`src/verilog/opl_pkg.sv`:
```
// package for the set/clear output latch: register addresses, widths, reset value
// assumes a 4-bit register address bus with write strobes from the host side
package opl_pkg;
    localparam int unsigned   OPL_ADDR_W    = 4;
    localparam int unsigned   OPL_DATA_W    = 8;
    localparam logic [3:0]    OPL_SET_ADDR  = 4'hE;
    localparam logic [3:0]    OPL_CLR_ADDR  = 4'hF;
    localparam logic [7:0]    OPL_LATCH_RST = 8'h00;
endpackage

```
`src/verilog/opl_bit_cell.sv`:
```
// one latch bit with set and clear strobes and an inverted pin drive
// assumes set and clear are never both high in one cycle (different addresses)
`timescale 1ns/1ps
module opl_bit_cell
    import opl_pkg::*;
#(
    parameter logic RST_VAL = 1'b0
)
(
    // clock and reset
    input  wire logic core_clk_i,
    input  wire logic rst_i,
    input  wire logic clk_en_i,
    // strobes
    input  wire logic set_i,
    input  wire logic clr_i,
    // outputs
    output logic      bit_o,
    output logic      pin_o
);
    typedef struct packed {
        logic latch;
    } opl_cell_state_t;

    opl_cell_state_t s_q;
    opl_cell_state_t s_d;

    always_comb begin
        s_d = s_q;
        if (set_i) begin
            s_d.latch = 1'b1;
        end else if (clr_i) begin
            s_d.latch = 1'b0;
        end
    end

    always_ff @(posedge core_clk_i) begin
        if (rst_i) begin
            s_q.latch <= RST_VAL;
        end else if (clk_en_i) begin
            s_q <= s_d;
        end
    end

    assign bit_o = s_q.latch;
    // pin taken straight from the flop so the pin is glitch free
    assign pin_o = ~s_q.latch;
endmodule // opl_bit_cell

```
`src/verilog/opl_output_port_set_clear_latch.sv`:
```
// eight-bit output latch changed only through set and clear strobe registers
// assumes a synchronous host write port: address, data, one-cycle write strobe
// assumes any alternate pin functions are selected outside this block
`timescale 1ns/1ps
module opl_output_port_set_clear_latch
    import opl_pkg::*;
#(
    parameter int unsigned WIDTH = OPL_DATA_W
)
(
    // clock and reset
    input  wire logic                  core_clk_i,
    input  wire logic                  rst_i,
    input  wire logic                  clk_en_i,
    // host register write port
    input  wire logic [OPL_ADDR_W-1:0] wr_addr_i,
    input  wire logic [WIDTH-1:0]      wr_data_i,
    input  wire logic                  wr_en_i,
    // latch view and pins
    output logic      [WIDTH-1:0]      output_latch_o,
    output logic      [WIDTH-1:0]      general_out_pin_o
);
    // the strobes act bit by bit on one byte, so a wider port has no meaning
    if (WIDTH < 1 || WIDTH > OPL_DATA_W) begin : g_bad_width
        $error("output latch width must be from 1 to 8 bits");
    end
    // one write must never both set and clear, so the strobes need their own addresses
    if (OPL_SET_ADDR == OPL_CLR_ADDR) begin : g_same_addr
        $error("set and clear strobes share one address");
    end
    if ($bits(OPL_SET_ADDR) != OPL_ADDR_W) begin : g_addr_width
        $error("strobe addresses do not match the address bus width");
    end
    if ($bits(OPL_LATCH_RST) != OPL_DATA_W) begin : g_rst_width
        $error("latch reset value does not match the data width");
    end

    function automatic logic addr_hit(input logic [OPL_ADDR_W-1:0] a, input logic [OPL_ADDR_W-1:0] r);
        return a == r;
    endfunction

    // next latch value for one write; clear is applied last but the two never meet
    function automatic logic [WIDTH-1:0] next_latch(
        input logic [WIDTH-1:0] cur,
        input logic [WIDTH-1:0] set_bits,
        input logic [WIDTH-1:0] clr_bits
    );
        return (cur | set_bits) & ~clr_bits;
    endfunction

    localparam logic [WIDTH-1:0] LATCH_RST = OPL_LATCH_RST[WIDTH-1:0];

    logic             set_hit;
    logic             clr_hit;
    logic             strobe_any;
    logic [WIDTH-1:0] set_vec;
    logic [WIDTH-1:0] clr_vec;

    // any other address, and any read, leaves the latch alone
    assign set_hit = wr_en_i && addr_hit(wr_addr_i, OPL_SET_ADDR);
    assign clr_hit = wr_en_i && addr_hit(wr_addr_i, OPL_CLR_ADDR);
    assign strobe_any = set_hit || clr_hit;
    assign set_vec = set_hit ? wr_data_i : '0;
    assign clr_vec = clr_hit ? wr_data_i : '0;

    genvar gi;
    generate
        for (gi = 0; gi < WIDTH; gi++) begin : g_bit
            opl_bit_cell #(
                .RST_VAL    (LATCH_RST[gi])
            ) u_cell (
                .core_clk_i (core_clk_i),
                .rst_i      (rst_i),
                .clk_en_i   (clk_en_i),
                .set_i      (set_vec[gi]),
                .clr_i      (clr_vec[gi]),
                .bit_o      (output_latch_o[gi]),
                .pin_o      (general_out_pin_o[gi])
            );
        end
    endgenerate

    // per-bit checks report the failing bit through their generate scope
    for (genvar gc = 0; gc < WIDTH; gc++) begin : g_bit_chk

    end
endmodule // opl_output_port_set_clear_latch

```
`config.mk`:
```
export PLATFORM = sky130hd
export DESIGN_NAME = opl_output_port_set_clear_latch
export DESIGN_NICKNAME = d
export VERILOG_FILES = /design/src/verilog/opl_pkg.sv /design/src/verilog/opl_bit_cell.sv /design/src/verilog/opl_output_port_set_clear_latch.sv
export SDC_FILE = /design/constraint.sdc
export NUM_CORES = 1
export LEC_CHECK = 0
export ABC_AREA = 1
export ABC_CLOCK_PERIOD_IN_PS = 900
export BUFFER_PORTS_ARGS = -buffer_cell sky130_fd_sc_hd__buf_2
export CAP_MARGIN = 30
export CORE_MARGIN = 4
export CORE_UTILIZATION = 37
export CTS_CLUSTER_DIAMETER = 50
export CTS_CLUSTER_SIZE = 24
export DETAILED_ROUTE_END_ITERATION = 6
export HOLD_SLACK_MARGIN = 0.05
export PLACE_DENSITY = 0.75
export SYNTH_ARGS = -nofsm -noshare
export SYNTH_HDL_FRONTEND = slang
export SYNTH_SLANG_ARGS = --single-unit
```
`constraint.sdc`:
```
create_clock -name core_clk_i -period 0.9 [get_ports core_clk_i]
set_input_delay 0.09 -clock core_clk_i [delete_from_list [all_inputs] [get_ports core_clk_i]]
set_output_delay 0.09 -clock core_clk_i [all_outputs]
set_load 0.05 [all_outputs]
```
==> results summary <==
The flow ran to the end, and the final reports show no timing, DRC or antenna violations. The cell family with the largest share of critical-path delay is flip-flops. For this run, the share of the core covered by cells in the final layout is 52.0%. The horizontal die dimension is 48.0 um.

Data on the critical path is required at its endpoint by 810 ps. The max-slew headroom at the worst pin came out at 78.1%. Of all nets on the critical path, the largest fanout is 3. Final hold analysis gives a worst-case slack of 96.1 ps. For this design the ratio of total power to cell area is 994 nW/um2. The count of boundary I/O pins is 32. For the worst setup path, the data arrival time is 790 ps.

The logic gate share of total power is 17.6%. The number of sinks driven by the clock tree is 8. The length of the first detailed-routing pass in iterations came out at 4. The clock group share of total power came out at 36.2%. Derived from the worst setup path, the maximum achievable clock frequency is 1130 MHz. The peak supply drop is 0.000472 V. The via count of the first global-routing pass is 488. The worst setup skew after layout came out at 0 ps.

The clock latency on the worst-skew pair came out at 250 ps. The number of slew-limit violations in the final report is 0. Clock tree synthesis selected as its root buffer the cell clkbuf_4.

In the finished design, the share of the clock period the worst path needs comes to 98.2%. The maximum single-stage delay on the critical path came out at 350 ps. The number of enable-type register cells in the synthesized netlist came out at 0. Dividing the detail-routed wire length by the instance count gives 10.7 um. The area of the die is 2310 um2. The initial utilization of the core area, before any placement, comes to 39.4%. The ratio of cells with drive above 1 in the final layout is 52.3%.

After synthesis, the most frequently instantiated cells are inv_1 (18), nand2_1 (17), buf_4 (16), nand3_1 (16). The library cell contributing the largest single delay on the critical path is dfxtp_2. The class of the most critical hold timing path is in2reg. The final critical-path setup slack is 16.0 ps. The count of input and output buffers came out at 31. The total routed wirelength is 1320 um. The reported max-cap violation count is 0. The share of the synthesized area in the top cell type is 27.0%. The overflow left after global routing is 0. The switching power as a share of total power came out at 27.9%. The synthesized design spends more area on one cell type than any other, namely dfxtp_1. The ratio of routed vias to standard cells came out at 4.71.

The number of distinct standard cells referenced by the synthesized netlist came out at 13. The count of hold buffers inserted by post-cts repair is 0. The fill cell total of the finished layout is 155.

The overall fraction of global-route tracks in use came out at 12.1%. The post-synthesis async set-or-reset flop share is 0%. Routability-driven placement finished with a final weighted congestion of 0.620.

The number of buffers and inverters on the critical path is 2. TritonCTS built the clock tree. The register with the most flip-flops in the layout has 8 of them. The setup path with the least slack is of type reg2out. The initial antenna violation count came out at 0. In this run the deepest clock path goes through 2 buffers. Ranked by total cell area, the synthesized netlist is headed by dfxtp_1 (27%), buf_4 (20%), nand3_1 (14%). The synthesized flop and latch total is 8. Yosys printed 0 warnings. Setup repair after global routing could not meet its margin everywhere. For this run, design rule violations remaining after detail routing come to 0. The instance count of the mapped netlist came out at 90.

The first global-routing pass estimated 1950 um of wire. For this run, the leading register cell type out of synthesis is dfxtp_1. The remaining number of nets flagged by the antenna check after routing is 0. The critical path goes through inv_2 -> buf_8. The post-synthesis instance area came out at 593 um2.

The number of nets in the final layout came out at 125. The part of the power in registers came out at 46.2%. The area growth from synthesis to layout came out at 32.1%. The final critical-path required period is 884 ps. Measured along the y axis, the die boundary spans 48.0 um.

The number of buffers created by CTS is 3. The number of diodes is 0. The sequential share of the synthesized area came out at 27.0%. The number of levels the H-tree was split into came out at 1. The worst setup path is launched from a flop. The vias after detailed routing came out at 579. The number of hold-slack violations in the final timing report is 0. The net count of the mapped netlist is 106. In the post-synthesis netlist, the cell with the most instances is inv_1. The wire-length estimate of the detail-placed layout is 933 um. The clock-pin slew of the registers on the worst-case setup and hold paths is 60 ps. The iteration-0 DRC count of the detailed router is 6. The actual slew at the worst max-slew pin is 327 ps. The final count of negative-setup-slack endpoints came out at 0. The switching component of the power is 0.000217 W. The site row count is 14. Dividing the synthesized area by the synthesized cell count gives 6.59 um2.

The worst setup path is captured at a primary output. The largest net degree at the start of global routing came out at 17. The core footprint is 1510 um2.

The leakage power summed over all cells is 0.389 nW. OpenSTA, run right after detailed placement, puts the worst setup slack at 7.45 ps. Cell internal power was estimated by the tool at 0.000562 W.
==> repair_timing <==
action | CTS | global route
gates resized for setup | 32 | 18
endpoints found under the hold margin | 0 | 0
buffers inserted | 0 | 2
setup endpoints to repair | 16 | 15
==> layout by cell type, fill, tap and decap left out, types with 2 or more instances in the layout <==
cell	count
a21oi_1	8
buf_2	15
buf_4	2
buf_6	14
buf_8	2
clkbuf_4	3
dfxtp_2	8
inv_1	10
inv_2	9
nand2_1	17
nand3_1	16
==> metal layers <==
metal  vias to the layer above  global-route usage (%)  wire length [um]
met5                         -                       0                 0
met4                         0                    4.84                14
met3                         2                    3.38                91
met2                        21                    19.3               664
met1                       263                    15.2               546
li1                        293                       -                 -
==> power groups by stage <==
stage / Clock [W] / Sequential [W] / Combinational [W]
floorplan: 0 / 0.000366 / 0.0000899
global placement: 0 / 0.000366 / 0.000125
detailed placement: 0 / 0.000366 / 0.000128
CTS: 0.000290 / 0.000359 / 0.000134
global route: 0.000316 / 0.000360 / 0.000151
finish: 0.000282 / 0.000360 / 0.000137
==> area by class of cell <==
cell class / count / area, um2 / share of cell area, %
clock buffer: 3 / 22.5 / 2.88
sequential: 8 / 170 / 21.7
timing repair buffer: 33 / 278 / 35.5
multi-input combinational: 44 / 221 / 28.3
inverter: 19 / 71.3 / 9.11
tap: 16 / 20.0 / 2.56
==> per-stage QoR <==
stage	std cells	total power [W]	instance area, um2	setup TNS [ps]
after detailed placement	118	0.000494	628	0
after global placement	118	0.000492	628	0
after CTS	121	0.000783	731	0
after floorplan	90	0.000456	593	0
final	123	0.000779	783	0
after global routing	123	0.000827	783	-101
==> path summary, 6_finish.rpt <==
check        slack [ps]                  start  cells past startpoint                     to
max reg2reg         200  g_bit[6].u_cell.bit_o                      3  g_bit[6].u_cell.bit_o
max                  20  g_bit[6].u_cell.bit_o                      2   general_out_pin_o[6]
min reg2reg         480  g_bit[2].u_cell.bit_o                      2  g_bit[2].u_cell.bit_o
min                 100                  rst_i                      2  g_bit[4].u_cell.bit_o
==> cells by family after synthesis <==
kind of cell	count (synthesis)	share of synthesized area, %
buf+inv	38	35.7
flops	8	27.0
simple gates	36	30.6
compound gates	8	6.75
Power figures use the tool's default switching activity.
